<file path="src/inc/stop_cmd_defines.svh">
// Bit positions, offsets and widths shared by both ends of the link
`ifndef STOP_CMD_DEFINES_SVH
`define STOP_CMD_DEFINES_SVH
`define LINK_POINTS 64
`define WORD_W 16
`define POS_W 32
// Cyclic bits, word n+3 of the 64-point area (n taken as 0 here)
`define BIT_TGT_REQ 48
`define BIT_ACC_REQ 53
`define BIT_DEC_REQ 55
`define BIT_FLT_CLR 58
`define BIT_TGT_DONE 48
`define BIT_TGT_REJ 49
// Controller APB map
`define OFS_CTRL 8'h00
`define OFS_TARGET 8'h04
`define OFS_STATUS 8'h08
`define OFS_ACTIVE 8'h0c
`define OFS_POSITION 8'h10
`define OFS_AUX 8'h14
`define CTRL_GO 0
`define ST_BUSY 0
`define ST_DONE 1
`define ST_REJ 2
`define AUX_ACC 0
`define AUX_DEC 1
`define AUX_FLT 2
`endif

</file>
<file path="src/inc/stop_cmd_pkg.sv">
// Types shared by both ends of the stop-position link
package stop_cmd_pkg;
  typedef enum logic [1:0] {DEV_IDLE, DEV_CHECK, DEV_DONE} dev_state_t;
  typedef enum logic [1:0] {
    MST_IDLE, MST_LOAD, MST_REQ, MST_RELEASE
  } mst_state_t;
  typedef logic signed [31:0] pos_t;
endpackage

</file>
<file path="src/inc/stop_link_if.sv">
// Cyclic bit area and register words between master and drive
`timescale 1ns/100ps
`include "stop_cmd_defines.svh"
interface stop_link_if;
  logic [`LINK_POINTS-1:0] ry;
  logic [`LINK_POINTS-1:0] rx;
  logic [`WORD_W-1:0] target_position_low_word;
  logic [`WORD_W-1:0] target_position_high_word;
  logic [`WORD_W-1:0] active_target_low_word;
  logic [`WORD_W-1:0] active_target_high_word;
  logic [`WORD_W-1:0] present_position_low_word;
  logic [`WORD_W-1:0] present_position_high_word;
  modport device (
    input ry, target_position_low_word, target_position_high_word,
    output rx, active_target_low_word, active_target_high_word,
    output present_position_low_word, present_position_high_word
  );
  modport master (
    output ry, target_position_low_word, target_position_high_word,
    input rx, active_target_low_word, active_target_high_word,
    input present_position_low_word, present_position_high_word
  );
endinterface

</file>
<file path="src/hw/stop_cmd_device.sv">
// Drive end: stop-position target intake, validation and monitor words
// Overview of operation
// RULE_01 - Target is signed 32-bit, low/high words
// RULE_02 - Out-of-range target rejected, previous kept
// RULE_03 - Words loaded first, copied on request
// RULE_04 - Master reads done and rejected flags
// RULE_05 - Active target returned in read words 4/5
// RULE_06 - Present position returned in words 6/7
// RULE_07 - Position from dual feedback or filter
// RULE_08 - Cyclic bit area fixed at 64 points
// RULE_09 - Target request is bit 0 of n+3
// RULE_10 - Accel request is bit 5 of n+3
// RULE_11 - Decel request bit 7; 6,8,9 reserved
// RULE_12 - Fault clear bit A; B..F reserved
// RULE_13 - Done set after check, cleared on release
// RULE_14 - Reject during decel or unreachable point
// RULE_15 - Rejected cleared on release, low if accepted
// RULE_16 - Both words captured together on request edge
//
// The placing of the registers and the APB register port were chosen for this implementation.
`timescale 1ns/100ps
`include "stop_cmd_defines.svh"
module stop_cmd_device
  import stop_cmd_pkg::*;
#(
  parameter int POS_W = `POS_W
) (
  input wire logic clk_sys,
  input wire logic arst_n,
  stop_link_if.device link,
  input wire logic signed [POS_W-1:0] travel_limit_one,
  input wire logic signed [POS_W-1:0] travel_limit_two,
  input wire logic vector_ctrl,
  input wire logic signed [POS_W-1:0] dual_fb_position,
  input wire logic signed [POS_W-1:0] filter_position,
  input wire logic running,
  input wire logic decelerating,
  input wire logic signed [POS_W-1:0] reach_min,
  input wire logic signed [POS_W-1:0] reach_max,
  output logic signed [POS_W-1:0] active_target,
  output logic target_update,
  output logic accel_write_request,
  output logic decel_write_request,
  output logic fault_clear_request
);
  dev_state_t state_q, state_d;
  logic req_q;
  logic signed [POS_W-1:0] cand_q;
  logic signed [POS_W-1:0] active_q;
  logic signed [POS_W-1:0] pos_q;
  logic done_q;
  logic rej_q;
  logic upd_q;
  logic acc_q;
  logic dec_q;
  logic flt_q;

  // Limits may be given in either order
  function automatic logic in_span(input logic signed [POS_W-1:0] v,
                                   input logic signed [POS_W-1:0] a,
                                   input logic signed [POS_W-1:0] b);
    logic signed [POS_W-1:0] lo;
    logic signed [POS_W-1:0] hi;
    lo = (a < b) ? a : b;
    hi = (a < b) ? b : a;
    in_span = (v >= lo) && (v <= hi);
  endfunction

  // Word halves as the link carries them, low half first
  function automatic logic [`WORD_W-1:0] half_word(
      input logic signed [POS_W-1:0] v,
      input logic upper);
    half_word = upper ? v[POS_W-1:`WORD_W] : v[`WORD_W-1:0];
  endfunction

  wire req_in = link.ry[`BIT_TGT_REQ]; // see RULE_09
  // Rising edge only: a held request does not re-trigger
  wire req_rise = req_in & ~req_q;
  // Strobes of the three handshake steps
  wire take = (state_q == DEV_IDLE) & req_rise;
  wire judge = state_q == DEV_CHECK;
  wire release_seen = (state_q == DEV_DONE) & ~req_in;
  wire [POS_W-1:0] cand_words =
    {link.target_position_high_word,
     link.target_position_low_word}; // see RULE_01
  wire limit_ok =
    in_span(cand_q, travel_limit_one, travel_limit_two); // see RULE_02
  wire reach_ok =
    ~running | in_span(cand_q, reach_min, reach_max); // see RULE_14
  // Any one reason is enough to keep the old target
  wire accept = limit_ok & reach_ok & ~decelerating; // see RULE_14
  wire signed [POS_W-1:0] pos_sel =
    vector_ctrl ? dual_fb_position : filter_position; // see RULE_07

  always_comb begin
    state_d = state_q;
    unique case (state_q)
      DEV_IDLE: begin
        if (req_rise) begin
          state_d = DEV_CHECK;
        end
      end
      DEV_CHECK: begin
        state_d = DEV_DONE;
      end
      DEV_DONE: begin
        if (!req_in) begin
          state_d = DEV_IDLE;
        end
      end
      default: begin
        state_d = DEV_IDLE;
      end
    endcase
  end

  always_ff @(posedge clk_sys or negedge arst_n) begin
    if (!arst_n) begin
      state_q <= DEV_IDLE;
      req_q <= 1'b0;
    end else begin
      state_q <= state_d;
      req_q <= req_in;
    end
  end

  // Both halves taken in one edge, so a half-updated pair is never used
  always_ff @(posedge clk_sys or negedge arst_n) begin
    if (!arst_n) begin
      cand_q <= '0;
    end else if (take) begin
      cand_q <= cand_words; // see RULE_16 see RULE_03
    end
  end

  always_ff @(posedge clk_sys or negedge arst_n) begin
    if (!arst_n) begin
      active_q <= '0;
      upd_q <= 1'b0;
    end else begin
      upd_q <= 1'b0;
      if (judge && accept) begin
        active_q <= cand_q; // see RULE_02 see RULE_03
        upd_q <= 1'b1;
      end
    end
  end

  always_ff @(posedge clk_sys or negedge arst_n) begin
    if (!arst_n) begin
      done_q <= 1'b0;
    end else if (judge) begin
      done_q <= 1'b1; // see RULE_13
    end else if (release_seen) begin
      done_q <= 1'b0; // see RULE_13
    end
  end

  // Verdict kept apart from receipt; both fall together on release
  always_ff @(posedge clk_sys or negedge arst_n) begin
    if (!arst_n) begin
      rej_q <= 1'b0;
    end else if (judge) begin
      rej_q <= ~accept; // see RULE_15 see RULE_02
    end else if (release_seen) begin
      rej_q <= 1'b0; // see RULE_15
    end
  end

  always_ff @(posedge clk_sys or negedge arst_n) begin
    if (!arst_n) begin
      pos_q <= '0;
    end else begin
      pos_q <= pos_sel; // see RULE_07
    end
  end

  // Other write requests are only passed on as levels to the drive core
  always_ff @(posedge clk_sys or negedge arst_n) begin
    if (!arst_n) begin
      acc_q <= 1'b0;
      dec_q <= 1'b0;
      flt_q <= 1'b0;
    end else begin
      acc_q <= link.ry[`BIT_ACC_REQ]; // see RULE_10
      dec_q <= link.ry[`BIT_DEC_REQ]; // see RULE_11
      flt_q <= link.ry[`BIT_FLT_CLR]; // see RULE_12
    end
  end

  // Only two status bits are in scope; the rest of the area reads zero
  always_comb begin
    link.rx = '0; // see RULE_08
    link.rx[`BIT_TGT_DONE] = done_q; // see RULE_13
    link.rx[`BIT_TGT_REJ] = rej_q; // see RULE_15
  end

  assign link.active_target_low_word =
    half_word(active_q, 1'b0); // see RULE_05
  assign link.active_target_high_word =
    half_word(active_q, 1'b1); // see RULE_05
  assign link.present_position_low_word =
    half_word(pos_q, 1'b0); // see RULE_06
  assign link.present_position_high_word =
    half_word(pos_q, 1'b1); // see RULE_06

  assign active_target = active_q;
  assign target_update = upd_q;
  assign accel_write_request = acc_q;
  assign decel_write_request = dec_q;
  assign fault_clear_request = flt_q;
endmodule

</file>
<file path="src/flat_wrapper.sv">
// flat-port wrapper written by rule: the top's interface ports become plain ports
module stop_cmd_device_flat import stop_cmd_pkg::*;
#(
  parameter int POS_W = `POS_W
)
  (clk_sys, arst_n, travel_limit_one, travel_limit_two, vector_ctrl, dual_fb_position, filter_position, running, decelerating, reach_min, reach_max, active_target, target_update, accel_write_request, decel_write_request, fault_clear_request, link_ry, link_target_position_low_word, link_target_position_high_word, link_rx, link_active_target_low_word, link_active_target_high_word, link_present_position_low_word, link_present_position_high_word);
  stop_link_if link_i ();
  input wire logic clk_sys;
  input wire logic arst_n;
  input wire logic signed [POS_W-1:0] travel_limit_one;
  input wire logic signed [POS_W-1:0] travel_limit_two;
  input wire logic vector_ctrl;
  input wire logic signed [POS_W-1:0] dual_fb_position;
  input wire logic signed [POS_W-1:0] filter_position;
  input wire logic running;
  input wire logic decelerating;
  input wire logic signed [POS_W-1:0] reach_min;
  input wire logic signed [POS_W-1:0] reach_max;
  output logic signed [POS_W-1:0] active_target;
  output logic target_update;
  output logic accel_write_request;
  output logic decel_write_request;
  output logic fault_clear_request;
  input wire logic [$bits(link_i.ry)-1:0] link_ry;
  input wire logic [$bits(link_i.target_position_low_word)-1:0] link_target_position_low_word;
  input wire logic [$bits(link_i.target_position_high_word)-1:0] link_target_position_high_word;
  output wire logic [$bits(link_i.rx)-1:0] link_rx;
  output wire logic [$bits(link_i.active_target_low_word)-1:0] link_active_target_low_word;
  output wire logic [$bits(link_i.active_target_high_word)-1:0] link_active_target_high_word;
  output wire logic [$bits(link_i.present_position_low_word)-1:0] link_present_position_low_word;
  output wire logic [$bits(link_i.present_position_high_word)-1:0] link_present_position_high_word;
  assign link_i.ry = link_ry;
  assign link_i.target_position_low_word = link_target_position_low_word;
  assign link_i.target_position_high_word = link_target_position_high_word;
  assign link_rx = link_i.rx;
  assign link_active_target_low_word = link_i.active_target_low_word;
  assign link_active_target_high_word = link_i.active_target_high_word;
  assign link_present_position_low_word = link_i.present_position_low_word;
  assign link_present_position_high_word = link_i.present_position_high_word;
  stop_cmd_device #(.POS_W(POS_W)) u_core (.clk_sys(clk_sys), .arst_n(arst_n), .link(link_i), .travel_limit_one(travel_limit_one), .travel_limit_two(travel_limit_two), .vector_ctrl(vector_ctrl), .dual_fb_position(dual_fb_position), .filter_position(filter_position), .running(running), .decelerating(decelerating), .reach_min(reach_min), .reach_max(reach_max), .active_target(active_target), .target_update(target_update), .accel_write_request(accel_write_request), .decel_write_request(decel_write_request), .fault_clear_request(fault_clear_request));
endmodule
</file>
<file path="config.mk">
export PLATFORM = sky130hd
export DESIGN_NAME = stop_cmd_device_flat
export DESIGN_NICKNAME = d
export VERILOG_FILES = /design/src/inc/stop_cmd_pkg.sv /design/src/inc/stop_link_if.sv /design/src/hw/stop_cmd_device.sv /design/src/flat_wrapper.sv
export VERILOG_INCLUDE_DIRS = /design/src /design/src/inc
export SDC_FILE = /design/constraint.sdc
export NUM_CORES = 1
export LEC_CHECK = 0
export BUFFER_PORTS_ARGS = -buffer_cell sky130_fd_sc_hd__buf_2
export CORE_MARGIN = 5
export CORE_UTILIZATION = 35
export CTS_CLUSTER_SIZE = 20
export DETAILED_ROUTE_END_ITERATION = 8
export GPL_TIMING_DRIVEN = 0
export HOLD_SLACK_MARGIN = 0.12
export PLACE_DENSITY_LB_ADDON = 0.12
export SYNTH_ARGS = -nofsm -noshare
export SYNTH_HDL_FRONTEND = slang
export SYNTH_SLANG_ARGS = --single-unit
</file>
<file path="constraint.sdc">
create_clock -name clk_sys -period 4.1 [get_ports clk_sys]
set_input_delay 0.41 -clock clk_sys [delete_from_list [all_inputs] [get_ports clk_sys]]
set_output_delay 0.41 -clock clk_sys [all_outputs]
set_load 0.03 [all_outputs]
</file>
; ---- After elaboration in Yosys (flattened, before gate mapping)
; Cells that the tools add are included.
[totals]
register_bits = 105
out_inout_bits = 164
elab_cells = 50
[classes]
order_cmp = 6
n_eq_ne = 4
n_mux = 12
bitwise_logic = 11
n_reduce_logical = 6
[ops]
columns = cell, count
row1 = 32-bit two-way mux, 5
row2 = 32-bit >= comparator, 2
row3 = 32-bit less-or-equal comparator, 2
row4 = 32-bit < comparator, 2
row5 = 2-bit case mux with 3 select lines, 1
row6 = 1-bit AND, 5
row7 = 1-bit NOT, 5
row8 = 1-bit two-way mux, 4
row9 = 2-bit two-way mux, 2
row10 = 1-bit logical AND, 3
row11 = 2-bit by 1-bit == test with 1-bit output (second input constant), 1
row12 = 2-bit == test (second input constant), 1
row13 = 2-bit zero test, 1
row14 = 2-bit by 1-bit inequality test with 1-bit output (second input constant), 1
row15 = 2-bit inequality test (second input constant), 1
row16 = 2-bit AND reduction, 1
row17 = 2-bit nonzero test, 1
row18 = 1-bit OR, 1

; ---- Logic depth before layout (Yosys ltp)
[depth]
word_depth = 9
ltp_mapped = 24
mapped_depth_nobuf = 19

; ---- Least setup slack after synthesis
; OpenSTA, ideal clock, no wires.
[synth_path]
kind = input -> register
start = input travel_limit_two[17]
end = register u_core.active_q[10], in the netlist u_core.active_target[10]
arrival_ns = 5.080
t_required_ns = 3.975
path_slack_ns = -1.105
cell_stages = 23
path_buffers = 5
cell_sequence = inv_1 > ha_1 > a21o_1 > a21o_1 > a21o_1 > a2111oi_0 > o21a_1 > buf_2 > and3_1 > a21bo_2 > clkbuf_1 > buf_2 > a211oi_1 > ha_1 > nand4_1 > or4_1 > or3b_1 > nand2_1 > mux2i_1 > or4_1 > buf_6 > buf_12 > mux2_4
[synth_between]
elab_chain_cells = 7
[synth_rtl]
columns = item, line_no
row1 = start: declaration, flat_wrapper.sv:11  ; input wire logic signed [POS_W-1:0] travel_limit_two;
row2 = 32-bit < comparator, "stop_cmd_device.sv:64, stop_cmd_device.sv:65"
row3 = 32-bit two-way mux (on tied branches), "stop_cmd_device.sv:64, stop_cmd_device.sv:65"
row4 = 32-bit >= comparator / 32-bit less-or-equal comparator (equally long branches), stop_cmd_device.sv:66  ; in_span = (v >= lo) && (v <= hi);
row5 = 1-bit logical AND (*), stop_cmd_device.sv:66
row6 = 1-bit AND (*) (2 in series), stop_cmd_device.sv:91  ; wire accept = limit_ok & reach_ok & ~decelerating;
row7 = 1-bit logical AND (*), stop_cmd_device.sv:142  ; if (judge && accept) begin
row8 = end signal: assignment, stop_cmd_device.sv:143  ; active_q <= cand_q;
row9 = end: declaration, stop_cmd_device.sv:49  ; logic signed [POS_W-1:0] active_q;
; Every way passes the cells marked *; elsewhere a longest branch is shown, timed or not.
; A chain may end at the register's enable or synchronous reset.

; ---- Worst setup path after layout
; Same ends and word-level chain as after synthesis.

==> run_results.csv <==
group,metric,value,unit
route,wl_per_cell,19.5,µm
logic_synthesis,yosysWarnings,0,
clock_network,htree_levels,3,
placement,io_buffers,333,
power,combPwrFrac,55.8,%
clock_network,cts_tree,"done",
logic_synthesis,synth_fa_ha_area_share,20.1,%
finish,nets,2232,
route,num_vias,11400,
global_route,gr-total-overflow,0,
critical_path,crit_path_start_kind,"input pin",
timing,setup_ws,-874,ps
global_route,grt_pass1_vias,11500,
critical_path,critPathMaxStageDelay,570,ps
logic_synthesis,synth_most_common_cell,"ha_1",
finish,drive_above_1_share,39.9,%
logic_synthesis,synth_xor_area_share,0,%
placement,dp_hpwl,35.4,mm
die,chipHeight,194,µm
power,p_leak,8.27,nW
power,switching_share,44.2,%
critical_path,crit_family,"simple AND/OR/NAND/NOR gates",
worst_hold_path,min_path_type,"in -> async",
power,p_seq_share,27.3,%
route,drt_iter0_markers,575,
power,vdd_drop_max,0.221,mV
logic_synthesis,synth_cell_types,49,
timing,slew_headroom,50.4,%
route,wl_met2,21.2,mm
critical_path,worstPathArrival,5220,ps
critical_path,critPathMaxFanout,7,
route,drc_errors,0,
critical_path,path_buf_inv,6,
timing,finalClockSkew,15.1,ps
timing,fin_hold_ws,105,ps
flow_run,drv_cap,0,
finish,area_growth,32.4,%
route,finalWirelength,42.9,mm
route,ant_nets,0,
route,dr_wl_met3,2.51,mm
route,topRoutingLayerUsed,"met5",
logic_synthesis,syn_inst,1325,
die,die_area,0.0376,mm²
logic_synthesis,synthTopCellsByCount,"ha_1, a21oi_1, dfrtp_1, nand4_1, buf_4",
logic_synthesis,syn_area,0.0118,mm²
route,route.layer.met1.wl,18.7,mm
logic_synthesis,synth_top_cell_by_area,"dfrtp_1",
logic_synthesis,synthTopCellsByArea,"dfrtp_1, ha_1, mux2_2",
logic_synthesis,yosysSeqAreaShare,22.2,%
critical_path,critical_path_required,4350,ps
power,switchingPower,2.53,mW
timing,rsz0062_at_grt,"true",
clock_network,cts-buffers-inserted,9,
critical_path,slowest_stage,"or4_4",
clock_network,clk_path_buf_depth,2,
global_route,grt_max_degree,55,
global_route,grt.total_usage,21.7,%
die,start_util,35.4,%
power,p_per_area,366,mW/mm²
power,clock_power_share,16.9,%
logic_synthesis,synth_edf_count,0,
status,violations,"negative setup slack",
clock_network,clockRootBuffer,"clkbuf_16",
timing,tightest_slew,743,ps
logic_synthesis,async_flop_share,100,%
timing,fmax,201,MHz
logic_synthesis,synthSimpleGateAreaFrac,15.7,%
logic_synthesis,synth.avg_cell_area,8.94,µm²
logic_synthesis,synth_seq_cells,105,
clock_network,clk_pin_slew_worst_paths,80,ps
global_route,grt_pass1_wl,65.4,mm
die,coreArea,0.0334,mm²
route,dr.pass1.iters,4,
critical_path,crit_chain,"buf_12 -> inv_12 -> ha_4 -> a21o_1 -> a21o_1 -> a21o_1 -> a2111oi_4 -> o21a_1 -> buf_6 -> and3_4 -> a21bo_4 -> buf_12 -> a211oi_4 -> ha_1 -> nand4_1 -> or4_4 -> or3b_1 -> nand2_1 -> mux2i_2 -> or4_4 -> buf_12 -> clkbuf_16 -> mux2_4",
critical_path,crit_type,"in -> reg",
logic_synthesis,netlist.area_leader.share,22.2,%
timing,hold_viol,0,
timing,finalSetupViolCount,34,
logic_synthesis,synth_top_family_by_area,"adder cells",
clock_network,hold_buffers,0,
status,status,"finished, violations left",
critical_path,end_kind,"flop",
placement,dpl_worst_slack,-2040,ps
logic_synthesis,synthFlopType,"dfrtp_1",
die,die_w,194,µm
placement,gp_congestion,0.896,
power,p_int,3.20,mW
timing,period_needed,4970,ps
global_route,antenna_found_initial,3,
timing,drv_slew,0,
die,pin_count,457,
clock_network,cts_sinks,105,
die,row_count,67,
logic_synthesis,synth_compound_area_share,15.1,%
finish,post-route-util,46.9,%
clock_network,clk_latency,370,ps
route,via_per_inst,5.18,
logic_synthesis,synthMuxAreaShare,15.7,%
timing,fin_crit_sh,121,%
==> placed cells by master (no fill, tap or decap), types with 11 or more instances in the layout <==
master / count
mux2_4: 28
conb_1: 62
clkbuf_2: 13
dfrtp_1: 105
nor2_1: 48
buf_4: 117
mux2_2: 69
and2_1: 30
a21oi_1: 109
a21o_1: 24
clkbuf_1: 30
ha_1: 188
and3_1: 30
a211oi_2: 37
a211oi_1: 16
inv_1: 69
a21oi_2: 19
a211oi_4: 12
o21ai_0: 25
mux2i_1: 64
nand2_1: 38
o211ai_1: 11
nor2b_1: 39
buf_2: 334
nand3_1: 15
nand4_1: 101
==> what timing repair did <==
item / in CTS / in global routing
gates cloned: 2 / 1
endpoints found under the setup margin: 34 / 34
pin swaps: 27 / 22
hold endpoints to repair: 0 / 0
gates resized for setup: 121 / 71
buffers inserted: 12 / 4
==> cell type report <==
type	count	area (µm²)
Inverter	71	279
Antenna cell	1	2.50
Fill cell	3320	17800
Tap cell	448	561
Sequential cell	105	2630
Clock inverter	4	73.8
Multi-Input combinational cell	1038	8740
Clock buffer	11	253
Timing Repair Buffer	354	1930
Buffer	170	1210
==> cell families after synthesis <==
kind of cell / after synthesis
other: 1
AO/OA/AOI/OAI: 288
flip-flops: 105
AND/OR/NAND/NOR: 335
buffers and inverters: 243
adder cells (fa/ha/maj): 190
multiplexers: 163
==> power by group through the flow <==
stage	combinational, mW	clock [mW]	sequential (mW)
final	3.20	0.967	1.56
after global routing	3.52	1.03	1.61
after CTS	3.14	0.994	1.58
after detailed placement	2.98	0	1.60
after global placement	2.91	0	1.59
after floorplan	1.94	0	1.65
==> per-layer routing <==
| metal | GRT usage, % | vias to the layer above |
|---|---|---|
| li1 | - | 5583 |
| met1 | 27.8 | 5419 |
| met2 | 39.2 | 373 |
| met3 | 3.49 | 29 |
| met4 | 3.72 | 4 |
| met5 | 0 | - |
==> flip-flops by register name, indices dropped and copies added (netlist names) <==
name / flops
u_core.done_q: 1
u_core.state_q: 2
u_core.rej_q: 1
u_core.cand_q: 32
u_core.target_update: 1
u_core.fault_clear_request: 1
u_core.pos_q: 32
u_core.req_q: 1
u_core.accel_write_request: 1
u_core.decel_write_request: 1
u_core.active_target: 32
==> per-stage QoR <==
step                cell area [µm²]  total power [mW]  TNS, ps  cells
floorplan                     12200              3.59   -27380   1386
global placement              14400              4.50   -66880   2167
detailed placement            14400              4.57   -68070   2169
finish                        15700              5.73   -28710   2202
CTS                           15400              5.71   -30640   2196
global route                  15700              6.16   -34490   2201
==> path summary, 6_finish.rpt <==
check / startpoint / endpoint / slack, ps / depth (start not counted)
max: travel_limit_two[17] / u_core.active_target[10] / -870 / 23
min: arst_n / u_core.cand_q[25] / 110 / 1
max reg2reg: u_core.cand_q[11] / u_core.active_target[10] / 810 / 10
min reg2reg: u_core.cand_q[0] / u_core.active_target[0] / 530 / 1
max in group asynchronous: arst_n / u_core.active_target[4] / 3270 / 2
min in group clk_sys: link_ry[58] / u_core.fault_clear_request / 150 / 1
Power figures use the tool's default switching activity.
